[config.mk]
export PLATFORM = sky130hd
export DESIGN_NAME = mbt_top
export DESIGN_NICKNAME = d
export VERILOG_FILES = /design/src/mbt_pkg.sv /design/src/mbt_baud_div.sv /design/src/mbt_prescaler.sv /design/src/mbt_top.sv
export SDC_FILE = /design/constraint.sdc
export NUM_CORES = 1
export LEC_CHECK = 0
export ABC_AREA = 0
export BUFFER_PORTS_ARGS = -buffer_cell sky130_fd_sc_hd__buf_2
export CAP_MARGIN = 10
export CORE_MARGIN = 8
export CORE_UTILIZATION = 53
export CTS_CLUSTER_SIZE = 12
export DETAILED_ROUTE_END_ITERATION = 6
export PLACE_DENSITY = 0.82
export SLEW_MARGIN = 10
export SYNTH_ARGS = -nofsm -noshare
export SYNTH_HDL_FRONTEND = slang
export SYNTH_SLANG_ARGS = --single-unit
[constraint.sdc]
create_clock -name aclk -period 3.7 [get_ports aclk]
set_input_delay 0.185 -clock aclk [delete_from_list [all_inputs] [get_ports aclk]]
set_output_delay 0.185 -clock aclk [all_outputs]
set_load 0.1 [all_outputs]
[src/mbt_pkg.sv]
// Purpose: Shared constants and types of the coded serial transmitter.
// Assumes: Registers are byte wide and sit in the low byte of a 32-bit bus word.
// Notes: Byte address of every register is four times its index.
package mbt_pkg;
  typedef logic [31:0] mbt_addr_t;
  typedef logic [7:0] mbt_byte_t;

  // Register indices; the bus address is the index shifted up by two.
  localparam logic [29:0] IDX_CTL0 = 30'h0000FF4C;
  localparam logic [29:0] IDX_CTL1 = 30'h0000FF4D;
  localparam logic [29:0] IDX_CTL2 = 30'h0000FF4E;
  localparam logic [29:0] IDX_BITCNT = 30'h0000FF4F;
  localparam logic [29:0] IDX_TXBUF = 30'h0000FF50;
  localparam logic [29:0] IDX_STATUS = 30'h0000FF51;
  localparam mbt_addr_t ADDR_CTL0 = {IDX_CTL0, 2'h0};
  localparam mbt_addr_t ADDR_CTL1 = {IDX_CTL1, 2'h0};
  localparam mbt_addr_t ADDR_CTL2 = {IDX_CTL2, 2'h0};
  localparam mbt_addr_t ADDR_BITCNT = {IDX_BITCNT, 2'h0};
  localparam mbt_addr_t ADDR_TXBUF = {IDX_TXBUF, 2'h0};
  localparam mbt_addr_t ADDR_STATUS = {IDX_STATUS, 2'h0};

  // Field positions, writable masks and reset values.
  localparam int CTL0_EN = 7;
  localparam int CTL0_DIR = 4;
  localparam int CTL0_OSL = 1;
  localparam int CTL0_OLV = 0;
  localparam mbt_byte_t CTL0_MASK = 8'h93;
  localparam mbt_byte_t CTL1_MASK = 8'h07;
  localparam mbt_byte_t CTL2_MASK = 8'h1F;
  localparam mbt_byte_t BITCNT_MASK = 8'h07;
  localparam mbt_byte_t CTL0_RST = 8'h10;
  localparam mbt_byte_t CTL1_RST = 8'h00;
  localparam mbt_byte_t CTL2_RST = 8'h1F;

  // Baud divider and clock select limits.
  localparam int BRS_W = 5;
  localparam int SEL_W = 3;
  localparam logic [4:0] K_MIN = 5'h04;
  localparam logic [4:0] K_LOW_LIMIT = 5'h08;
  localparam logic [2:0] SEL_MAX = 3'h5;
  localparam logic [1:0] GAP_TICKS = 2'h2;

  localparam logic [1:0] RESP_OKAY = 2'h0;
  localparam logic [1:0] RESP_SLVERR = 2'h2;

  typedef enum logic [1:0] {ST_IDLE, ST_SEND, ST_GAP} mbt_state_t;

  // Whole state of the top module.
  typedef struct packed {
    mbt_state_t st;
    mbt_byte_t ctl0;
    mbt_byte_t ctl1;
    mbt_byte_t ctl2;
    mbt_byte_t bitcnt;
    mbt_byte_t txbuf;
    mbt_byte_t shreg;
    logic [2:0] cnt;
    logic pend;
    logic pend_late;
    logic [1:0] gap;
    logic pin;
    logic irq;
    mbt_addr_t awaddr;
    logic aw_have;
    logic w_have;
    mbt_byte_t wdata;
    logic wstrb0;
    logic awready;
    logic wready;
    logic bvalid;
    logic [1:0] bresp;
    logic arready;
    logic rvalid;
    logic [1:0] rresp;
    mbt_byte_t rdata;
  } mbt_regs_t;

  localparam mbt_regs_t REGS_RST = '{st: ST_IDLE, ctl0: CTL0_RST, ctl1: CTL1_RST,
                                     ctl2: CTL2_RST, default: '0};
endpackage

[src/mbt_baud_div.sv]
// Purpose: Five-bit divide-by-k counter and the halving stage that makes the baud clock.
// Assumes: tick is one aclk cycle wide.
// Notes: phase is the baud clock; one baud period is 2k base ticks.
module mbt_baud_div #(
  parameter int CW = mbt_pkg::BRS_W
) (
  input logic aclk,
  input logic aresetn,
  input logic tick,
  input logic clear,
  input logic [CW-1:0] kval,
  output logic term,
  output logic phase
);
  import mbt_pkg::*;

  typedef struct packed {
    logic [CW-1:0] cnt;
    logic phase;
  } mbt_div_t;

  mbt_div_t s_reg;
  mbt_div_t s_next;
  logic [CW-1:0] k_eff;

  // Divisor codes below eight are forced to four.
  always_comb begin
    s_next = s_reg;
    k_eff = (kval < CW'(K_LOW_LIMIT)) ? CW'(K_MIN) : kval;
    term = (s_reg.cnt == k_eff - CW'(1));
    if (clear) begin
      s_next = '0;
    end else if (tick && term) begin
      s_next.cnt = '0;
      s_next.phase = ~s_reg.phase;
    end else if (tick) begin
      s_next.cnt = s_reg.cnt + CW'(1);
    end
  end

  always_ff @(posedge aclk) begin
    if (!aresetn) begin
      s_reg <= '0;
    end else begin
      s_reg <= s_next;
    end
  end

  assign phase = s_reg.phase;

  a_half_baud: assert property (@(posedge aclk) disable iff (!aresetn)
    (!clear && !(tick && term)) |=> $stable(phase)) else $error("Baud clock moved early.");
  a_k_floor: assert property (@(posedge aclk) disable iff (!aresetn)
    (kval < CW'(K_LOW_LIMIT) && s_reg.cnt == CW'(3)) |-> term) else $error("Divisor floor lost.");
endmodule

[src/mbt_prescaler.sv]
// Purpose: Base clock tick generator, aclk divided by a power of two.
// Assumes: The select code is stable while run is high.
// Notes: Codes above the largest legal one behave as the largest divider.
module mbt_prescaler #(
  parameter int SEL_W = mbt_pkg::SEL_W,
  parameter int CNT_W = 5
) (
  input logic aclk,
  input logic aresetn,
  input logic run,
  input logic [SEL_W-1:0] sel,
  output logic tick
);
  import mbt_pkg::*;

  typedef struct packed {
    logic [CNT_W-1:0] cnt;
  } mbt_pre_t;

  mbt_pre_t s_reg;
  mbt_pre_t s_next;
  logic [SEL_W-1:0] sel_eff;
  logic [CNT_W-1:0] mask;

  // Tick whenever the selected low bits are all ones; code 0 ticks every cycle.
  always_comb begin
    s_next = s_reg;
    sel_eff = (sel > SEL_W'(SEL_MAX)) ? SEL_W'(SEL_MAX) : sel;
    mask = CNT_W'((1 << sel_eff) - 1);
    tick = run && ((s_reg.cnt | ~mask) == '1);
    s_next.cnt = run ? s_reg.cnt + CNT_W'(1) : '0;
  end

  // The counter restarts while stopped.
  always_ff @(posedge aclk) begin
    if (!aresetn) begin
      s_reg <= '0;
    end else begin
      s_reg <= s_next;
    end
  end

  a_div_one: assert property (@(posedge aclk) disable iff (!aresetn)
    (run && sel == '0) |-> tick) else $error("Undivided base clock missed a tick.");
endmodule

[src/mbt_top.sv]
// Purpose: Coded serial transmitter, Manchester or plain bits, with an AXI4-Lite slave.
// Assumes: Software keeps enable low while changing mode, clock or divisor fields.
// Notes: The output pin lags the internal bit state by one aclk cycle.
module mbt_top (
  input logic aclk,
  input logic aresetn,
  input mbt_pkg::mbt_addr_t awaddr,
  input logic awvalid,
  output logic awready,
  input logic [31:0] wdata,
  input logic [3:0] wstrb,
  input logic wvalid,
  output logic wready,
  output logic [1:0] bresp,
  output logic bvalid,
  input logic bready,
  input mbt_pkg::mbt_addr_t araddr,
  input logic arvalid,
  output logic arready,
  output logic [31:0] rdata,
  output logic [1:0] rresp,
  output logic rvalid,
  input logic rready,
  output logic coded_output_pin,
  output logic buffer_load_interrupt
);
  import mbt_pkg::*;

  mbt_regs_t s_reg;
  mbt_regs_t s_next;
  logic base_tick;
  logic term;
  logic phase;
  logic div_clear;
  logic last_done;
  logic late;
  logic load_buf;
  logic start_now;
  logic wr_go;
  logic tx_wr;
  logic bit_val;

  // Base clock; it only runs while the block is enabled.
  mbt_prescaler #(
    .SEL_W(SEL_W),
    .CNT_W(5)
  ) u_pre (
    .aclk(aclk),
    .aresetn(aresetn),
    .run(s_reg.ctl0[CTL0_EN]),
    .sel(s_reg.ctl1[SEL_W-1:0]),
    .tick(base_tick)
  );

  // Baud generator, held cleared outside a bit stream.
  mbt_baud_div #(
    .CW(BRS_W)
  ) u_baud (
    .aclk(aclk),
    .aresetn(aresetn),
    .tick(base_tick),
    .clear(div_clear),
    .kval(s_reg.ctl2[BRS_W-1:0]),
    .term(term),
    .phase(phase)
  );

  // Next state: transmitter first, then bus writes, then bus reads.
  always_comb begin
    s_next = s_reg;
    s_next.irq = 1'b0;
    load_buf = 1'b0;
    start_now = 1'b0;
    wr_go = 1'b0;
    tx_wr = 1'b0;
    bit_val = 1'b0;
    last_done = base_tick && term && phase;
    // Late window covers the second half of the last bit plus one base clock.
    late = (s_reg.st == ST_SEND) && (s_reg.cnt == 3'h0) && (phase || term);

    case (s_reg.st)
      ST_IDLE: begin
        s_next.st = ST_IDLE;
      end
      ST_SEND: begin
        if (last_done) begin
          if (s_reg.cnt != 3'h0) begin
            s_next.cnt = s_reg.cnt - 3'h1;
            if (s_reg.ctl0[CTL0_DIR]) begin
              s_next.shreg = {1'b0, s_reg.shreg[7:1]};
            end
          end else if (s_reg.pend && !s_reg.pend_late) begin
            load_buf = 1'b1;
          end else if (s_reg.pend) begin
            s_next.st = ST_GAP;
            s_next.gap = 2'h0;
          end else begin
            s_next.st = ST_IDLE;
          end
        end
      end
      ST_GAP: begin
        if (base_tick) begin
          if (s_reg.gap == GAP_TICKS - 2'h1) begin
            load_buf = 1'b1;
          end else begin
            s_next.gap = s_reg.gap + 2'h1;
          end
        end
      end
      default: begin
        s_next.st = ST_IDLE;
      end
    endcase

    // A queued byte moves into the shift register with its own bit count.
    if (load_buf) begin
      s_next.st = ST_SEND;
      s_next.shreg = s_reg.txbuf;
      s_next.cnt = s_reg.bitcnt[2:0];
      s_next.pend = 1'b0;
      s_next.pend_late = 1'b0;
      s_next.irq = 1'b1;
    end

    // Write address and data are taken independently, in either order.
    if (bready && s_reg.bvalid) begin
      s_next.bvalid = 1'b0;
    end
    if (awvalid && s_reg.awready) begin
      s_next.aw_have = 1'b1;
      s_next.awaddr = awaddr;
    end
    if (wvalid && s_reg.wready) begin
      s_next.w_have = 1'b1;
      s_next.wdata = wdata[7:0];
      s_next.wstrb0 = wstrb[0];
    end
    wr_go = s_next.aw_have && s_next.w_have && !s_reg.bvalid;

    // Only byte lane 0 carries register bits; other lanes are ignored.
    if (wr_go) begin
      s_next.aw_have = 1'b0;
      s_next.w_have = 1'b0;
      s_next.bvalid = 1'b1;
      s_next.bresp = RESP_OKAY;
      case (s_next.awaddr)
        ADDR_CTL0: begin
          if (s_next.wstrb0) begin
            s_next.ctl0 = s_next.wdata & CTL0_MASK;
          end
        end
        ADDR_CTL1: begin
          if (s_next.wstrb0) begin
            s_next.ctl1 = s_next.wdata & CTL1_MASK;
          end
        end
        ADDR_CTL2: begin
          if (s_next.wstrb0) begin
            s_next.ctl2 = s_next.wdata & CTL2_MASK;
          end
        end
        ADDR_BITCNT: begin
          if (s_next.wstrb0) begin
            s_next.bitcnt = s_next.wdata & BITCNT_MASK;
          end
        end
        ADDR_TXBUF: begin
          if (s_next.wstrb0) begin
            s_next.txbuf = s_next.wdata;
            tx_wr = 1'b1;
          end
        end
        ADDR_STATUS: begin
          s_next.bresp = RESP_OKAY;
        end
        default: begin
          s_next.bresp = RESP_SLVERR;
        end
      endcase
    end

    // A buffer write with enable set starts at once when idle, otherwise it is queued.
    if (tx_wr && s_next.ctl0[CTL0_EN]) begin
      if (s_next.st == ST_IDLE) begin
        start_now = 1'b1;
        s_next.st = ST_SEND;
        s_next.shreg = s_next.wdata;
        s_next.cnt = s_next.bitcnt[2:0];
        s_next.irq = 1'b1;
      end else begin
        s_next.pend = 1'b1;
        s_next.pend_late = late && !load_buf;
      end
    end

    // Clearing enable abandons the transfer and any queued byte.
    if (!s_next.ctl0[CTL0_EN]) begin
      s_next.st = ST_IDLE;
      s_next.pend = 1'b0;
      s_next.pend_late = 1'b0;
    end

    // Read data are sampled at the address handshake.
    if (rready && s_reg.rvalid) begin
      s_next.rvalid = 1'b0;
    end
    if (arvalid && s_reg.arready) begin
      s_next.rvalid = 1'b1;
      s_next.rresp = RESP_OKAY;
      case (araddr)
        ADDR_CTL0: s_next.rdata = s_reg.ctl0;
        ADDR_CTL1: s_next.rdata = s_reg.ctl1;
        ADDR_CTL2: s_next.rdata = s_reg.ctl2;
        ADDR_BITCNT: s_next.rdata = s_reg.bitcnt;
        ADDR_TXBUF: s_next.rdata = s_reg.txbuf;
        ADDR_STATUS: begin
          s_next.rdata = {1'b0, s_reg.cnt, 1'b0, s_reg.pend_late, s_reg.pend,
                          (s_reg.st != ST_IDLE)};
        end
        default: begin
          s_next.rdata = 8'h00;
          s_next.rresp = RESP_SLVERR;
        end
      endcase
    end
    s_next.awready = !s_next.aw_have && !s_next.bvalid;
    s_next.wready = !s_next.w_have && !s_next.bvalid;
    s_next.arready = !s_next.rvalid;

    // Pin level: idle level outside a stream, else raw or Manchester bit.
    bit_val = s_reg.ctl0[CTL0_DIR] ? s_reg.shreg[0] : s_reg.shreg[s_reg.cnt];
    if (s_reg.st != ST_SEND) begin
      s_next.pin = s_reg.ctl0[CTL0_OLV];
    end else if (s_reg.ctl0[CTL0_OSL]) begin
      s_next.pin = bit_val;
    end else begin
      s_next.pin = bit_val ^ phase;
    end

    // Restart the baud phase at every load so each byte starts on a whole bit.
    div_clear = (s_next.st != ST_SEND) || load_buf || start_now;
  end

  // Single state register; reset values of the control registers live in REGS_RST.
  always_ff @(posedge aclk) begin
    if (!aresetn) begin
      s_reg <= REGS_RST;
    end else begin
      s_reg <= s_next;
    end
  end

  assign awready = s_reg.awready;
  assign wready = s_reg.wready;
  assign bvalid = s_reg.bvalid;
  assign bresp = s_reg.bresp;
  assign arready = s_reg.arready;
  assign rvalid = s_reg.rvalid;
  assign rresp = s_reg.rresp;
  assign rdata = {24'h000000, s_reg.rdata};
  assign coded_output_pin = s_reg.pin;
  assign buffer_load_interrupt = s_reg.irq;

  a_ctl0_reset: assert property (@(posedge aclk)
    $rose(aresetn) |-> (s_reg.ctl0 == CTL0_RST && s_reg.ctl2 == CTL2_RST))
    else $error("Control registers left reset wrong.");
  a_irq_load: assert property (@(posedge aclk) disable iff (!aresetn)
    (load_buf || start_now)
    |=> ((buffer_load_interrupt && s_reg.st == ST_SEND) || !s_reg.ctl0[CTL0_EN]))
    else $error("Load without interrupt.");
  a_idle_level: assert property (@(posedge aclk) disable iff (!aresetn)
    (s_reg.st != ST_SEND) |=> (coded_output_pin == $past(s_reg.ctl0[CTL0_OLV])))
    else $error("Idle pin level wrong.");
  a_seq_out: assert property (@(posedge aclk) disable iff (!aresetn)
    (s_reg.st == ST_SEND && s_reg.ctl0[CTL0_OSL]) |=> (coded_output_pin == $past(bit_val)))
    else $error("Plain bit output wrong.");
  a_manch_out: assert property (@(posedge aclk) disable iff (!aresetn)
    (s_reg.st == ST_SEND && !s_reg.ctl0[CTL0_OSL])
    |=> (coded_output_pin == ($past(bit_val) ^ $past(phase))))
    else $error("Manchester output wrong.");
  a_late_gap: assert property (@(posedge aclk) disable iff (!aresetn)
    (s_reg.st == ST_SEND && last_done && s_reg.cnt == 3'h0 && s_reg.pend_late)
    |=> (s_reg.st == ST_GAP || !s_reg.ctl0[CTL0_EN]))
    else $error("Late byte skipped the gap.");
  a_gap_len: assert property (@(posedge aclk) disable iff (!aresetn)
    (s_reg.st == ST_GAP && !base_tick) |=> (s_reg.st != ST_SEND))
    else $error("Gap ended without a base tick.");
  a_last_bit: assert property (@(posedge aclk) disable iff (!aresetn)
    (s_reg.st == ST_SEND && last_done && s_reg.cnt != 3'h0)
    |=> ((s_reg.st == ST_SEND && s_reg.cnt == $past(s_reg.cnt) - 3'h1)
         || !s_reg.ctl0[CTL0_EN]))
    else $error("Transfer ended before count zero.");
  a_disable_stop: assert property (@(posedge aclk) disable iff (!aresetn)
    !s_reg.ctl0[CTL0_EN] |-> (s_reg.st == ST_IDLE && !s_reg.pend))
    else $error("Transmitter active while stopped.");
endmodule

==> results of run 1 <==
## worst max path at each step
stage | end | cells past startpoint | from | slack [ps]
4_1_cts | s_reg[70]$_SDFF_PN0_ | 11 | s_reg[96]$_SDFFE_PN1P_ | 370
3_3_place_gp | s_reg[70]$_SDFF_PN0_ | 11 | s_reg[96]$_SDFFE_PN1P_ | 550
6_report | s_reg[70]$_SDFF_PN0_ | 11 | s_reg[97]$_SDFFE_PN1P_ | 320
2_1_floorplan | s_reg[68]$_SDFF_PN0_ | 10 | awready$_SDFF_PN0_ | 420
5_1_grt | s_reg[69]$_SDFF_PN0_ | 9 | s_reg[96]$_SDFFE_PN1P_ | 80
3_5_place_dp | s_reg[69]$_SDFF_PN0_ | 11 | s_reg[96]$_SDFFE_PN1P_ | 400
## stage by stage
step                      hold WS [ps]  area (um^2)
final                            33.64         6329
after global routing             43.89         6329
after CTS                        33.35         6329
after detailed placement         444.8         6108
after global placement           433.2         6108
after floorplan                  321.0         5782
## power breakdown
part | switching (mW) | total, mW | internal [mW]
Clock | 0.423 | 0.806 | 0.382
Sequential | 0.0155 | 1.24 | 1.23
Combinational | 0.276 | 0.358 | 0.0820
## area by class of cell
type                    instances  area share
clock buffers                   9     0.01957
clock inverters                 7     0.01522
flip-flops and latches        111      0.3511
repair buffers                104     0.08541
inverters                      16    0.009490
well taps                     140     0.02768
multi-input cells             503      0.4915
## routing by layer
metal  routed length [um]  share of wire
met2                 7212           0.48
met3                 1266          0.084
met5                    0              0
met4                  396          0.026
met1                 6147           0.41
## kinds of logic after synthesis
logic type                 Yosys count
AOI/OAI and AO/OA                  132
adders and majority gates           10
other                                1
buffers and inverters               82
muxes                               55
DFF                                111
xor gates and xnor gates            14
and+or+nand+nor                    266
## critical path: cells and delay by family (launching register included)
kind            cells  cell delay [ps]
fa+ha+maj           1              290
compound gates      7             1750
xor+xnor            1              130
simple gates        1              390
flops               1              520
buf+inv             1              210
## cell usage after synthesis (3+ instances only)
library cell  count
dfxtp_1         111
nand2_1          95
a21oi_1          58
nor2_1           56
buf_4            36
mux2i_1          33
o21ai_0          24
nand3_1          22
clkbuf_1         21
inv_1            16
mux2_2           16
nor3_1           14
nor4_1           13
and2_1           10
and3_1           10
ha_1             10
nand4_1          10
a211oi_1          9
nor2b_1           9
xor2_1            8
a22oi_1           6
nand2b_1          6
xnor2_1           6
buf_2             5
buf_1             4
o31ai_1           4
or4_1             4
a31oi_1           3
o211ai_1          3
==> results.md, run 1 <==
- Post-DR vias/cell: approximately 5.7
- Die width: 119.6 um
- CTS max path bufs: 2
- R2r worst-path depth: 11
- CP max FO: 12
- Core Box Area: ~0.011 mm^2
- I/O pin cnt: 150
- Initial antenna violation count: 0
- Commonest non-fill, non-tap cell in the layout: dfxtp_1
- RSZ-0062 raised after global routing: no
- Mux contribution to synthesized area: 0.1065
- Max stage delay cell, worst path: dfxtp_1
- Post_cts resized: 0
- Share of layout cells above drive strength 1: 0.2027
- Crit Path Category: reg2reg
- Most frequent cells in the layout: dfxtp_1 (111), buf_2 (96), nand2_1 (95)
- Min-Delay Path Class: in2reg
- WL/cell: 16.88 um
- Worst EP required: 4000 ps
- Place WS: 395.7 ps
- Met2 Use GR: 0.3454
- Asr flop ratio synth: 0
- Clock root cell: clkbuf_8
- Nets: roughly 860
- Post-synth EDFFs: 0
- Post-Route WL: 15.02 mm
- Top cells by area, synth: dfxtp_1 (39%), nand2_1 (6.3%), mux2i_1 (5.8%), a21oi_1 (5.1%), buf_4 (4.8%)
- Vias in the first global route: around 4900
- Multi-input gate area: 0.003110 mm^2
- Clock slew seen by the registers of the worst setup and hold paths: between 100 and 150 ps
- Overflow after GRT: 0
- Fin util: 0.5942
- Yosys cell types: 69
- Post-synth top flop: dfxtp_1
- Vias: 5075
- Synth Area in Compound Gates: 0.1469
- Reg-to-reg endpoint: s_reg[70]$_SDFF_PN0_
- First-pass GRT wire length: 23.98 mm
- Post-CTS Setup Repair Bufs: 0
- Fin crit share: 0.9143
- Starting density of the core: 0.5341
- Number of remaining DRC errors: 0
- Routing usage on met1: 0.2381
- Max H-tree Level: 3
- Clk_lat worst skew: a little under 400 ps
- Gp weighted congestion: 0.8983
- Fillers: 907
- Xor/xnor share of the synthesized area: 0.02156
- Status: finished, final reports clean
- Total power: 2.405 mW
- Reg2Reg Launch Point: s_reg[97]$_SDFFE_PN1P_
- Leakage: 2.539 nW
- CTS tree: done
- FP Rows: 38
- Simple-gate portion of the synthesized area: 0.2327
- Reg area: around 0.0022 mm^2
- DR iter-0 viols: 442
- Max FFs per register: 83
- Synthesized flop and latch total: 111
- CP Data Arrival Time: ~3700 ps
- Synth Area per Inst: 8.477 um^2
- Post-Syn Instances: about 670
- Setup ws final: around 320 ps
- Final Max Tran Viols: 0
- GRT Max-Usage Layer: met2
- Post-route ant nets: 0
- Worst Tran Pin Value: 917.9 ps
- Post-DP HPWL: ~11 mm
- WHS Endpoint: s_reg[49]$_SDFF_PN0_
- Post-synth top area share: 0.3907
- Clk sinks: 111
- Critical Path Max Stage Delay: roughly 520 ps
- Antenna diodes: 0
- Max_cap viols: 0
- Area Growth Syn to Fin: 11.26%
- Setup TNS: 0 ps
- FMAX: 295.6 MHz
- Synth warn: 0
- VDD IR-drop max: 196.2 uV
- Largest net degree at the start of global routing: 44
- Dominant cell type by area after synthesis: dfxtp_1
- Final setup vio count: 0
- Tmin final: 3383 ps
- Worst Hold Depth: 3
- Largest family of logic cells by synthesized area: simple AND/OR/NAND/NOR gates
- Number of hold buffers added after cts: 0
- Non-filler instance count after layout: 890
- Power density cells: roughly 380 mW/mm^2
- First-pass iteration count of the detailed router: 5
- Die footprint: 0.01430 mm^2
- Synthesized area: roughly 0.0057 mm^2
- Die height: 119.6 um
- Register area share after synthesis: 0.3907
- Hold Startpoint: awaddr[21]
- Post-synthesis adder-cell area fraction: 0.02200
- Max Clock Skew: 12.17 ps
- Met3 global-route usage: 0.05167
- DP Cell Count: 874
- Gr usage total: 0.2049
- Worst setup EP type: register
- Number of port buffers: 96
- Setup crit start kind: register
- Flop-to-flop setup slack: 320 ps
- Fin. Hold Viols: 0
- Inserted Clock Buffers: 9
- Slew margin rel.: 0.3865
- Crit-path cells: o21ai_0 > ha_1 > xnor2_1 > a21oi_1 > o2bb2ai_1 > o211ai_1 > o41ai_1 > a221oi_1 > buf_4 > or3_4 > a211oi_1
Power figures use the tool's default switching activity.
==> run 2, diff against run 1 <==
==> constraint.sdc (replaced) <==
create_clock -name aclk -period 3.7 [get_ports aclk]
set_input_delay 0.74 -clock aclk [delete_from_list [all_inputs] [get_ports aclk]]
set_output_delay 0.74 -clock aclk [all_outputs]
set_load 0.1 [all_outputs]
==> results.md, run 2 (synthesized netlist as in run 1, its figures left out) <==
- Die height: 119.6 um (unchanged)
- Worst EP required: 4000 ps (about the same)
- Max FFs per register: 83 (unchanged)
- First-pass iteration count of the detailed router: 5 (unchanged)
- Most frequent cells in the layout: dfxtp_1 (111), buf_2 (96), nand2_1 (95)
- Initial antenna violation count: 0 (unchanged)
- Post_cts resized: 0 (unchanged)
- Vias: 5055 (-0.39%)
- Clock slew seen by the registers of the worst setup and hold paths: 100 ps (about the same)
- Number of hold buffers added after cts: 0 (unchanged)
- Final setup vio count: 0 (unchanged)
- Metal2 WL: 7.179 mm (-0.46%)
- Slew margin rel.: 0.5726 (+0.1860)
- Psw: 0.7140 mW (-0.18%)
- Max H-tree Level: 3 (unchanged)
- FMAX: 298.2 MHz (+0.89%)
- Comb power frac: 0.159 (+0.010)
- Post-Route WL: 15.03 mm (about the same)
- CTS tree: done
- Overflow after GRT: 0 (unchanged)
- Min-Delay Path Class: reg2reg
- Gp weighted congestion: 0.9256 (+3.0%)
- DRT met1 WL: 6.266 mm (+1.9%)
- Max_cap viols: 0 (unchanged)
- Share of layout cells above drive strength 1: 0.2077 (+0.005005)
- Largest net degree at the start of global routing: 49 (+11%)
- Fin crit share: 0.9062 (-0.008022)
- Clk sinks: 111 (unchanged)
- Post-route ant nets: 0 (unchanged)
- Clk_lat worst skew: 390 ps (about the same)
- Worst setup EP type: register
- Max Clock Skew: 16.11 ps (+3.942 ps)
- Setup crit start kind: register
- Power density cells: 359.0 mW/mm^2 (-5.5%)
- Inserted Clock Buffers: 9 (unchanged)
- WL/cell: 16.77 um (-0.61%)
- Register share of total power: 0.546 (+0.030)
- CP max FO: 12 (unchanged)
- Crit Path Category: reg2reg
- First-pass GRT wire length: 24.67 mm (+2.9%)
- I/O pin cnt: 150 (unchanged)
- Worst Tran Pin Value: 641.1 ps (-276.7 ps)
- Internal power: 1.558 mW (-7.8%)
- FP Rows: 38 (unchanged)
- Starting density of the core: 0.5341 (unchanged)
- DR iter-0 viols: 588 (+33%)
- Post-DP HPWL: 11.48 mm (+0.20%)
- Number of remaining DRC errors: 0 (unchanged)
- RSZ-0062 raised after global routing: no
- Die width: 119.6 um (unchanged)
- Switching Share: 0.3142 (+0.01675)
- Vias in the first global route: 4988 (+1.2%)
- Core Box Area: 0.01065 mm^2 (unchanged)
- Gr usage total: 0.2100 (+0.005110)
- Area Growth Syn to Fin: 11.28% (about the same)
- CTS max path bufs: 2 (unchanged)
- Top sig layer: met4
- Met3 WL: 1.198 mm (-5.4%)
- Commonest non-fill, non-tap cell in the layout: dfxtp_1
- Antenna diodes: 0 (unchanged)
- Fin util: 0.5943 (about the same)
- Tmin final: 3353 ps (-29.68 ps)
- Fin. Hold Viols: 0 (unchanged)
- Nets: 869 (+0.81%)
- Post-DR vias/cell: 5.642 (-1.1%)
- Number of port buffers: 96 (unchanged)
- Total power: 2.272 mW (-5.5%)
- Final Max Tran Viols: 0 (unchanged)
- VDD IR-drop max: 233.4 uV (+19%)
- CP Data Arrival Time: 3650 ps (-30 ps)
- Setup TNS: 0 ps (unchanged)
- Status: finished, final reports clean
- Die footprint: 0.01430 mm^2 (unchanged)
- Post-CTS Setup Repair Bufs: 0 (unchanged)
- Clock root cell: clkbuf_8
- Clock power frac: 0.295 (-0.040)
- Leakage: 2.556 nW (+0.69%)
## run 2: cell type report
class	instances	area, um^2
fillers	942	4320
well taps	140	175.2
multi-input cells	503	3110
flip-flops and latches	111	2222
repair buffers	111	593.1
clock buffers	10	127.6
inverters	16	60.06
clock inverters	5	41.29
## run 2: power groups by stage
stage	combinational (mW)	sequential, mW	clock, mW
after global placement	0.351	1.27	0
after CTS	0.360	1.24	0.684
after global routing	0.386	1.24	0.718
final	0.361	1.24	0.671
after floorplan	0.261	1.30	0
after detailed placement	0.359	1.27	0
## run 2: worst max-delay path, cell delays in order, from the launching register on
cell and delay, ps:
dfxtp_1 540, o21ai_0 200, ha_1 280, xnor2_1 130, a21oi_1 140, o2bb2ai_1 200
o211ai_1 320, o41ai_1 500, a221oi_1 160, buf_4 200, or3_4 380, a211oi_1 200
## run 2: worst paths after layout
| check | end | from | slack [ps] | cells past startpoint |
|---|---|---|---|---|
| hold reg to reg | s_reg[37]$_SDFF_PN0_ | s_reg[37]$_SDFF_PN0_ | 460 | 2 |
| setup / recovery | s_reg[69]$_SDFF_PN0_ | s_reg[97]$_SDFFE_PN1P_ | 350 | 11 |
| hold / removal | s_reg[37]$_SDFF_PN0_ | s_reg[37]$_SDFF_PN0_ | 460 | 2 |
| setup reg to reg | s_reg[69]$_SDFF_PN0_ | s_reg[97]$_SDFFE_PN1P_ | 350 | 11 |
## run 2: metrics by stage
step	std cells	hold slack (ps)	area (um^2)	setup WS, ps
floorplan	696	430.8	5782	420.2
global placement	881	436.8	6161	343.2
detailed placement	881	447.2	6161	241.0
CTS	896	461.8	6330	429.0
global route	896	477.4	6330	107.4
finish	896	462.8	6330	347.0
## run 2: layer usage
layer  global-route usage  vias up
met5                    0        -
met4              0.09758        0
met3              0.05965       32
met2               0.3423      176
met1               0.2517     2376
li1                     -     2471
